**config.mk**
```make
export PLATFORM = sky130hd
export DESIGN_NAME = port_a_top
export DESIGN_NICKNAME = d
export VERILOG_FILES = /design/src/pkg/port_a_pkg.sv /design/src/pkg/port_bus_if.sv /design/src/hw/ahb_port_slave.sv /design/src/hw/port_pin_mux.sv /design/src/hw/port_a_top.sv
export VERILOG_INCLUDE_DIRS = /design/src /design/src/pkg
export SDC_FILE = /design/constraint.sdc
export NUM_CORES = 1
export LEC_CHECK = 0
export ABC_AREA = 1
export BUFFER_PORTS_ARGS = -buffer_cell sky130_fd_sc_hd__buf_2
export CAP_MARGIN = 20
export CORE_MARGIN = 2
export CORE_UTILIZATION = 42
export CTS_CLUSTER_DIAMETER = 100
export CTS_CLUSTER_SIZE = 16
export DETAILED_ROUTE_END_ITERATION = 10
export GPL_TIMING_DRIVEN = 0
export PLACE_DENSITY = 0.8
export SLEW_MARGIN = 10
export SYNTH_ARGS = -nofsm -noshare
export SYNTH_HDL_FRONTEND = slang
export SYNTH_SLANG_ARGS = --single-unit
```
**constraint.sdc**
```tcl
create_clock -name clock_i -period 2.1 [get_ports clock_i]
set_input_delay 0.525 -clock clock_i [delete_from_list [all_inputs] [get_ports clock_i]]
set_output_delay 0.525 -clock clock_i [all_outputs]
set_load 0.02 [all_outputs]
```
**src/pkg/port_a_regs.svh**
```systemverilog
// Purpose: Register indices, byte addresses, reset values and pin positions
// Assumes: Included by the package, the pin mux, the top level and the testbench
// Notes: A register's byte address is four times its index
`ifndef PORT_A_REGS_SVH
`define PORT_A_REGS_SVH
`define PORT_DIR_IDX 20'hE_E009
`define PORT_DATA_IDX 20'hF_FFD9
`define PORT_DIR_ADDR {`PORT_DIR_IDX, 2'b00}
`define PORT_DATA_ADDR {`PORT_DATA_IDX, 2'b00}
`define PORT_ADDR_W 22
`define PORT_DIR_RST 8'h00
`define PORT_DIR_RST_34 8'h80
`define PORT_DATA_RST 8'h00
`define PORT_DIR_READ 8'hFF
`define PORT_TOP_PIN 7
`define PORT_TOP_MASK 8'h80
`define PORT_TMR_LSB 2
`define PORT_ADDR_LSB 4
`define PORT_CLK_PINS 4
`define PORT_MODE_3 3'h3
`define PORT_MODE_4 3'h4
`define PORT_MODE_5 3'h5
`endif

```
**src/pkg/port_a_pkg.sv**
```systemverilog
// Purpose: Types and decode functions shared by the port block
// Assumes: Register constants come from the regs header
// Notes: State of each module is a single packed struct
`include "port_a_regs.svh"
package port_a_pkg;
  typedef logic [7:0] port_t;
  typedef enum logic [1:0] {SEL_NONE, SEL_DIR, SEL_DATA} reg_sel_e;

  typedef struct packed {
    logic wr_act;
    reg_sel_e sel;
    logic [31:0] rdata;
  } slave_s;

  typedef struct packed {
    port_t dir;
    port_t data;
    port_t pin_out;
    port_t pin_oe;
    logic [3:0] tclk;
    logic [5:0] tmr_in;
  } core_s;

  // Byte address to register select; low address bits alias upward
  function automatic reg_sel_e reg_decode(input logic [31:0] addr);
    reg_sel_e sel;
    sel = SEL_NONE;
    if (addr[`PORT_ADDR_W-1:0] == `PORT_DIR_ADDR)
      sel = SEL_DIR;
    else if (addr[`PORT_ADDR_W-1:0] == `PORT_DATA_ADDR)
      sel = SEL_DATA;
    return sel;
  endfunction

  // Modes in which the top pin is tied to address output
  function automatic logic mode_addr_fixed(input logic [2:0] mode);
    return (mode == `PORT_MODE_3) || (mode == `PORT_MODE_4);
  endfunction
endpackage

```
**src/pkg/port_bus_if.sv**
```systemverilog
// Purpose: Register strobes between the bus slave and the port core
// Assumes: One clock domain
// Notes: rd_sel is valid only in an accepted read address phase
interface port_bus_if;
  import port_a_pkg::*;
  logic wr_en;
  reg_sel_e wr_sel;
  port_t wdata;
  reg_sel_e rd_sel;
  port_t rdata;
  modport slave (output wr_en, output wr_sel, output wdata, output rd_sel, input rdata);
  modport core (input wr_en, input wr_sel, input wdata, input rd_sel, output rdata);
endinterface

```
**src/hw/ahb_port_slave.sv**
```systemverilog
// Purpose: AHB-Lite slave for the two port registers
// Assumes: Single word transfers only; response always OKAY
// Notes: Writes add one wait state so a following read sees new data
module ahb_port_slave
  import port_a_pkg::*;
(
  // Clock and reset
  input wire logic clock_i,
  input wire logic reset_i,
  // AHB-Lite
  input wire logic hsel_i,
  input wire logic [31:0] haddr_i,
  input wire logic [1:0] htrans_i,
  input wire logic hwrite_i,
  input wire logic [31:0] hwdata_i,
  input wire logic hready_i,
  output logic hreadyout_o,
  output logic hresp_o,
  output logic [31:0] hrdata_o,
  // Core side
  port_bus_if.slave bus
);
  slave_s st_reg;
  slave_s st_next;
  logic take;

  // Address phase capture and write commit
  always_comb
  begin
    take = hsel_i && hready_i && htrans_i[1];
    st_next = st_reg;
    st_next.wr_act = 1'b0;
    if (take)
    begin
      st_next.sel = reg_decode(haddr_i);
      st_next.wr_act = hwrite_i;
      st_next.rdata = hwrite_i ? 32'h0000_0000 : 32'(bus.rdata);
    end
  end

  always_ff @(posedge clock_i or posedge reset_i)
  begin
    if (reset_i)
      st_reg <= '0;
    else
      st_reg <= st_next;
  end

  // Strobes to the core
  assign bus.rd_sel = (take && !hwrite_i) ? reg_decode(haddr_i) : SEL_NONE; // Reads only
  assign bus.wr_en = st_reg.wr_act;
  assign bus.wr_sel = st_reg.sel;
  assign bus.wdata = hwdata_i[7:0];
  assign hreadyout_o = !st_reg.wr_act; // Stall during write commit
  assign hresp_o = 1'b0;
  assign hrdata_o = st_reg.rdata;
endmodule

```
**src/hw/port_pin_mux.sv**
```systemverilog
// Purpose: Per-pin choice between address, timer, pattern and port drive
// Assumes: Peripheral enables are stable levels
// Notes: Address beats timer beats pattern beats plain port
`include "port_a_regs.svh"
module port_pin_mux #(
  parameter int PINS = 8,
  parameter int TMR_LSB = `PORT_TMR_LSB,
  parameter int ADDR_LSB = `PORT_ADDR_LSB
) (
  // Mode
  input wire logic addr_fixed_i,
  input wire logic addr_mode5_i,
  // Port registers
  input wire logic [PINS-1:0] dir_i,
  input wire logic [PINS-1:0] data_i,
  // Peripherals
  input wire logic [PINS-1:0] pat_en_i,
  input wire logic [PINS-1:0] pat_out_i,
  input wire logic [PINS-TMR_LSB-1:0] tmr_oe_i,
  input wire logic [PINS-TMR_LSB-1:0] tmr_out_i,
  input wire logic [PINS-ADDR_LSB-1:0] addr_en_i,
  input wire logic [PINS-ADDR_LSB-1:0] addr_hi_i,
  // Pin drive
  output logic [PINS-1:0] pin_out_o,
  output logic [PINS-1:0] pin_oe_o
);
  for (genvar k = 0; k < PINS; k++)
  begin : g_pin
    logic a_sel;
    logic a_val;
    logic t_sel;
    logic t_val;
    logic p_sel;
    // Upper pins carry address bits, top pin first
    if (k >= ADDR_LSB)
    begin : g_addr
      assign a_sel = ((k == PINS - 1) && addr_fixed_i)
        || ((addr_fixed_i || addr_mode5_i) && addr_en_i[PINS-1-k]);
      assign a_val = addr_hi_i[PINS-1-k];
    end
    else
    begin : g_no_addr
      assign a_sel = 1'b0;
      assign a_val = 1'b0;
    end
    // Timer channel pins
    if (k >= TMR_LSB)
    begin : g_tmr
      assign t_sel = tmr_oe_i[k-TMR_LSB];
      assign t_val = tmr_out_i[k-TMR_LSB];
    end
    else
    begin : g_no_tmr
      assign t_sel = 1'b0;
      assign t_val = 1'b0;
    end
    // Pattern output needs its direction bit set
    assign p_sel = pat_en_i[k] && dir_i[k];
    // Peripheral drive wins over port drive
    assign pin_oe_o[k] = a_sel || t_sel || p_sel || dir_i[k];
    assign pin_out_o[k] = a_sel ? a_val : t_sel ? t_val : p_sel ? pat_out_i[k] : data_i[k];
  end
endmodule

```
**src/hw/port_a_top.sv**
```systemverilog
// Purpose: Eight-pin multiplexed general purpose I/O port with bus registers
// Assumes: Pin and peripheral inputs are synchronous to clock_i
// Notes: Software standby needs no logic; registers simply keep their values
`include "port_a_regs.svh"
module port_a_top
  import port_a_pkg::*;
(
  // Clock and reset
  input wire logic clock_i,
  input wire logic reset_i,
  // AHB-Lite register bus
  input wire logic hsel_i,
  input wire logic [31:0] haddr_i,
  input wire logic [1:0] htrans_i,
  input wire logic hwrite_i,
  input wire logic [31:0] hwdata_i,
  input wire logic hready_i,
  output logic hreadyout_o,
  output logic hresp_o,
  output logic [31:0] hrdata_o,
  // Chip mode and standby
  input wire logic [2:0] mode_i,
  input wire logic hw_standby_i,
  // Pins
  input wire port_a_pkg::port_t pin_i,
  output port_a_pkg::port_t pin_o,
  output port_a_pkg::port_t pin_oe_o,
  // Timing pattern controller
  input wire port_a_pkg::port_t pat_en_i,
  input wire port_a_pkg::port_t pat_out_i,
  // 16-bit timer channels on pins 7 to 2
  input wire logic [5:0] tmr_oe_i,
  input wire logic [5:0] tmr_out_i,
  output logic [5:0] tmr_in_o,
  // External timer clocks on pins 3 to 0
  output logic [3:0] tmr16_clk_o,
  output logic [3:0] tmr8_clk_o,
  // Upper address bits, index 0 is address bit 20
  input wire logic [3:0] addr_en_i,
  input wire logic [3:0] addr_hi_i
);
  core_s st_reg;
  core_s st_next;
  logic addr_fixed;
  logic addr_mode5;
  port_t dir_eff;
  port_t mux_out;
  port_t mux_oe;

  port_bus_if bus ();

  // Bus slave
  ahb_port_slave u_slave (
    .clock_i(clock_i),
    .reset_i(reset_i),
    .hsel_i(hsel_i),
    .haddr_i(haddr_i),
    .htrans_i(htrans_i),
    .hwrite_i(hwrite_i),
    .hwdata_i(hwdata_i),
    .hready_i(hready_i),
    .hreadyout_o(hreadyout_o),
    .hresp_o(hresp_o),
    .hrdata_o(hrdata_o),
    .bus(bus)
  );

  // Mode decode and effective direction
  assign addr_fixed = mode_addr_fixed(mode_i);
  assign addr_mode5 = (mode_i == `PORT_MODE_5);
  assign dir_eff = st_reg.dir | (addr_fixed ? `PORT_TOP_MASK : `PORT_DIR_RST);

  // Pin function selection
  port_pin_mux #(
    .PINS(8),
    .TMR_LSB(`PORT_TMR_LSB),
    .ADDR_LSB(`PORT_ADDR_LSB)
  ) u_mux (
    .addr_fixed_i(addr_fixed),
    .addr_mode5_i(addr_mode5),
    .dir_i(dir_eff),
    .data_i(st_reg.data),
    .pat_en_i(pat_en_i),
    .pat_out_i(pat_out_i),
    .tmr_oe_i(tmr_oe_i),
    .tmr_out_i(tmr_out_i),
    .addr_en_i(addr_en_i),
    .addr_hi_i(addr_hi_i),
    .pin_out_o(mux_out),
    .pin_oe_o(mux_oe)
  );

  // Read data: direction reads all ones; port data gives stored bit for outputs, pin level for inputs
  always_comb
  begin
    case (bus.rd_sel)
      SEL_DIR: bus.rdata = `PORT_DIR_READ;
      SEL_DATA: bus.rdata = (dir_eff & st_reg.data) | (~dir_eff & pin_i);
      default: bus.rdata = `PORT_DATA_RST;
    endcase
  end

  // Register updates and registered pin drive
  always_comb
  begin
    st_next = st_reg;
    if (hw_standby_i)
    begin
      st_next.dir = addr_fixed ? `PORT_DIR_RST_34 : `PORT_DIR_RST;
      st_next.data = `PORT_DATA_RST;
    end
    else if (bus.wr_en && bus.wr_sel == SEL_DIR)
      st_next.dir = bus.wdata;
    else if (bus.wr_en && bus.wr_sel == SEL_DATA)
      st_next.data = bus.wdata;
    if (addr_fixed)
      st_next.dir[`PORT_TOP_PIN] = 1'b1;
    st_next.pin_out = mux_out;
    st_next.pin_oe = mux_oe;
    st_next.tclk = pin_i[`PORT_CLK_PINS-1:0];
    st_next.tmr_in = pin_i[7:`PORT_TMR_LSB];
  end

  // Async reset to constants; mode-dependent bit follows at first edge
  always_ff @(posedge clock_i or posedge reset_i)
  begin
    if (reset_i)
      st_reg <= '0;
    else
      st_reg <= st_next;
  end

  // Outputs straight from flip-flops
  assign pin_o = st_reg.pin_out;
  assign pin_oe_o = st_reg.pin_oe;
  assign tmr16_clk_o = st_reg.tclk;
  assign tmr8_clk_o = st_reg.tclk;
  assign tmr_in_o = st_reg.tmr_in;
endmodule

```
# == After elaboration in Yosys (flattened, before gate mapping) ==
# Cells that the tools add are included.
# totals
regBits,77
inputBits,119
out_inout_bits,64
# op_classes
n_eq_ne,10
muxes,30
bitwise,5
reduce_logical,44
# op_table
cell,n
22-bit equality test (second input constant),2
8-bit two-way mux,5
35-bit two-way mux,1
1-bit logical OR,21
1-bit two-way mux,19
1-bit logical AND,17
8-bit AND,2
16-bit two-way mux,1
8-bit OR,2
8-bit one-hot mux with 2 select lines,1
8-bit inverter,1
3-bit equality test (second input constant),2
2-bit two-way mux,3
2-bit by 1-bit equality test with 1-bit output (second input constant),2
2-bit equality test (second input constant),2
2-bit nonzero test,2
3-bit by 2-bit equality test with 1-bit output (second input constant),1
3-bit nonzero test,1
1-bit zero test,2
2-bit inequality test (second input constant),1
2-bit AND reduction,1

# == Depth between registers and ports, before layout ==
# logic_depth
word_depth,10
mapped_depth,8
mapped_depth_nobuf,8

# == Cells and area by module ==
# Synthesis repeated with hierarchy kept, for this count alone.
# hier_totals
cells_unflattened,368
area_unflattened_um2,3001.6
# by_module_without_submodules
mod,n_inst,cells_per_inst,area_per_inst_um2,seq_area_each_um2
port_a_top,1,170,1815.5,1001.0
ahb_port_slave,1,117,832.0,275.3
port_pin_mux,1,81,354.1,0.0

# == Worst setup path after synthesis ==
# OpenSTA, ideal clock, no wires.
# synth_path
path_kind,input to register
from,in haddr_i[5]
to,reg u_slave.st_reg (netlist bit u_slave.hrdata_o[0])
setup_time_ns,0.072
arrival_ns,1.153
required_ns,2.028
path_slack_ns,0.875
cell_stages,8
cell_sequence,inv_1 > nor2_2 > nand2_1 > nor2_2 > nand2_2 > nor2_4 > nand3_1 > nand3_1
# synth_via
elab_chain_cells,7
word_cells_on_any_way,9
# synth_rtl
element,line_no,text
from (decl),port_a_top.sv:13,"input wire logic [31:0] haddr_i,"
22-bit equality test (no line),-,
2-bit two-way mux,port_a_pkg.sv:30,else if (addr[`PORT_ADDR_W-1:0] == `PORT_DATA_ADDR)
2-bit two-way mux (*),port_a_pkg.sv:28,if (addr[`PORT_ADDR_W-1:0] == `PORT_DIR_ADDR)
2-bit two-way mux (*),ahb_port_slave.sv:50,assign bus.rd_sel = (take && !hwrite_i) ? reg_decode(haddr_i) : SEL_NONE;
2-bit equality test or 2-bit by 1-bit equality test with 1-bit output (tied branches),port_a_top.sv:96,case (bus.rd_sel)
8-bit one-hot mux with 2 select lines (*),port_a_top.sv:96,
8-bit two-way mux (*),ahb_port_slave.sv:37,st_next.rdata = hwrite_i ? 32'h0000_0000 : 32'(bus.rdata);
to (signal assigned),ahb_port_slave.sv:46,st_reg <= st_next;
to (decl),ahb_port_slave.sv:23,slave_s st_reg;
# Every way passes the cells marked *; elsewhere a longest branch is shown, timed or not.
# A chain may end at the register's enable or synchronous reset.

# == Worst setup path after layout ==
# layout_path
from,reg u_slave.st_reg (netlist bit u_slave.bus.wr_en)
to,out hreadyout_o
# layout_via
elab_chain_cells,1
# layout_rtl
element,line_no,text
1-bit zero test,ahb_port_slave.sv:54,assign hreadyout_o = !st_reg.wr_act;
to (decl),port_a_top.sv:18,"output logic hreadyout_o,"
# Every way passes these cells.

==> flow_metrics.py <==
metrics = {
    "outcome": {
        "run_status": "complete, no violations",
    },
    "critical_path": {
        "worst_setup_path_type": "flip-flop to primary output",
        "cp-end-kind": "primary output",
        "worstReg2RegStart": "u_slave.bus.wr_sel[1]$_DFFE_PP0N_",
        "cp_data_required_time_ns": 1.57,
        "ff2ff_setup_slack_ns": 0.74,
        "reg2regPathDepth": 3,
        "critical-path-slowest-cell": "sky130_fd_sc_hd__dfrtp_1",
        "start_kind": "flip-flop",
        "cp_data_arrival_time_ns": 0.99,
        "critical_path.max_stage_delay_ns": 0.38,
        "worstReg2RegEnd": "st_reg[41]$_DFFE_PP0P_",
        "path_cells": "inv_1, buf_2",
        "worst-path-max-fanout": 2,
    },
    "sta": {
        "setup_repair_after_global_routing_missed_its_margin": "false",
        "report.final.slew_viol_count": 0,
        "timing.final.crit_period_ns": 1.51,
        "postLayoutSetupSlackWorst_ns": 0.586,
        "maxClockFrequency_mhz": 660,
        "fin_tns_setup_ns": 0,
        "timing.final.crit_share_pct": 72.1,
        "clock-skew-final_ns": 0.00845,
        "setup_viol": 0,
        "finalHoldViolCount": 0,
    },
    "grt": {
        "initial_antenna_violation_count": 0,
        "first_global_vias": 2365,
        "grt_pass1_wl_mm": 10.3,
        "pin_count_of_the_biggest_net_entering_global_routing": 32,
        "grt_usage_pct": 18.0,
        "grt_overflow_total": 0,
    },
    "die": {
        "design.core.area_um2": 6390,
        "die_w_um": 85.4,
        "top_level_port_count": 183,
        "start_util_pct": 43.5,
        "design.die.area_um2": 7290,
        "num_rows": 29,
        "die_y_um": 85.4,
    },
    "yosys": {
        "synth_top_family_by_area": "buffers and inverters",
        "netlist-cell-type-count": 27,
        "synth-simple-area-share_pct": 22.1,
        "yosys_most_used_dff": "sky130_fd_sc_hd__dfrtp_1",
        "async_reset_ff_share_pct": 100,
        "post_synth_edffs": 0,
        "post_synth.cell_area_avg_um2": 8.18,
        "ys_seq_elements": 51,
        "synthMuxAreaShare_pct": 0,
        "yosys_warnings": 0,
        "syn-instance-count": 340,
        "syn-cell-area_um2": 2780,
        "synth_seq_area_share_pct": 45.9,
        "synth_fa_ha_area_share_pct": 0,
        "synth_compound_gate_area_share_pct": 9.23,
        "synth_xor_xnor_area_share_pct": 0,
    },
    "power_and_ir_drop": {
        "p_total_mw": 2.27,
        "power-per-cell-area_nw_per_um2": 613,
        "leakagePower_nw": 2.12,
        "vdd_drop_max_uv": 445,
    },
    "cts": {
        "clk_root_buffer_cell": "sky130_fd_sc_hd__clkbuf_8",
        "worst_setup_hold_path_clk_slew_ns": 0.09,
        "clockBufferDepth": 2,
        "tritoncts.num_buffers": 5,
        "cts_tree": "yes",
        "post_cts.resized_instances": 0,
        "holdBufCountCts": 0,
        "clk-insertion-delay-late_ns": 0.30,
        "cts.htree.levels": 2,
        "clock_sinks": 51,
        "postCtsSetupRepairBufs": 0,
    },
    "cells_and_area": {
        "finish.utilization_pct": 58.0,
        "most-common-layout-cells": "sky130_fd_sc_hd__buf_2, sky130_fd_sc_hd__nand2_1, sky130_fd_sc_hd__buf_4",
        "fill_count": 573,
        "largest_register_ffs": 16,
        "final_cell_count_no_fill": 571,
        "antenna_cells_inserted": 0,
        "most_frequent_standard_cell_in_the_layout_excluding_fill_and_tap_cells": "sky130_fd_sc_hd__buf_2",
        "final_net_count": 612,
        "layout-drive-gt1-share_pct": 41.7,
        "layout-area-overhead-vs-synth_pct": 33.3,
    },
    "drt": {
        "drtAntennaViolNets": 0,
        "via_count": 2556,
        "post-route-drc-count": 0,
        "via_per_instance_ratio": 4.48,
        "wl_per_cell_um": 11.3,
        "routed_wirelength_mm": 6.48,
        "firstDrtPassIters": 4,
        "detailedRoute.firstIterationViolations": 74,
    },
    "placement": {
        "placed_cells_incl_taps": 563,
        "numPortBuffers": 121,
        "gpl.final_weighted_congestion": 0.742,
        "place.detailed.hpwl_mm": 5.07,
        "dpl_worst_slack_ns": 0.449,
    },
    "run": {
        "maxCapViolCount": 0,
    },
    "hold_path": {
        "hp-class": "primary input to async pin",
    },
}
[worst max path at each step]
stage                                startpoint                              end  slack [ns]
floorplan                               reset_i               pin_o[0]$_DFF_PP0_        0.35
detailed placement                  htrans_i[1]  u_slave.hrdata_o[2]$_DFFE_PP0N_        0.45
global route           tmr16_clk_o[1]$_DFF_PP0_                   tmr16_clk_o[1]        0.53
finish              u_slave.bus.wr_en$_DFF_PP0_                      hreadyout_o        0.59
global placement                        reset_i           st_reg[36]$_DFFE_PP0P_       -0.28
CTS                    tmr16_clk_o[1]$_DFF_PP0_                   tmr16_clk_o[1]        0.57
[cell usage after synthesis (3+ instances only)]
| cell | number | area [µm²] |
|---|---|---|
| sky130_fd_sc_hd__nand2_1 | 66 | 248 |
| sky130_fd_sc_hd__dfrtp_1 | 51 | 1280 |
| sky130_fd_sc_hd__nor2_1 | 30 | 113 |
| sky130_fd_sc_hd__inv_1 | 40 | 150 |
| sky130_fd_sc_hd__buf_4 | 55 | 413 |
| sky130_fd_sc_hd__nand3_1 | 26 | 130 |
| sky130_fd_sc_hd__o21ai_0 | 26 | 130 |
| sky130_fd_sc_hd__clkbuf_1 | 3 | 11.3 |
| sky130_fd_sc_hd__nand4_1 | 4 | 25.0 |
| sky130_fd_sc_hd__nand2_2 | 4 | 25.0 |
| sky130_fd_sc_hd__o21ai_1 | 3 | 15.0 |
| sky130_fd_sc_hd__a21oi_1 | 13 | 65.1 |
[through the flow]
stage          instance area (µm²)  hold WS, ns
5_1_grt                       3700        0.255
6_report                      3700        0.228
3_5_place_dp                  3590        0.473
3_3_place_gp                  3570        0.467
4_1_cts                       3700        0.235
2_1_floorplan                 2870        0.450
[where the power goes]
group	internal (mW)	total, mW	switching (mW)
Sequential	1.04	1.07	0.0249
Clock	0.355	0.683	0.328
Combinational	0.230	0.519	0.289
[critical path, delay by kind of cell (launching register included)]
kind | cells | cell delay, ns
flops | 1 | 0.38
buf+inv | 2 | 0.31
[metal layers]
layer  GRT usage (%)  vias to the layer above  part of all wire [%]
met2            32.7                      126                    49
met5               0                        -                     0
met1            21.3                     1130                    41
met3            4.09                        8                   9.1
met4            4.91                        0                   1.3
li1                -                     1292                     -
[area by class of cell]
class / count / area, µm² / area share [%]
Tap cell: 77 / 96.3 / 2.60
Clock inverter: 3 / 43.8 / 1.18
Timing Repair Buffer: 122 / 626 / 16.9
Clock buffer: 5 / 68.8 / 1.86
Buffer: 61 / 454 / 12.3
Multi-Input combinational cell: 209 / 966 / 26.1
Inverter: 43 / 174 / 4.69
Sequential cell: 51 / 1280 / 34.4
[logic make-up after synthesis]
family / Yosys count
other: 1
AND/OR/NAND/NOR: 138
flip-flops: 51
buffers and inverters: 104
AO/OA/AOI/OAI: 46
No activity file was read; power rests on OpenSTA's default activity.
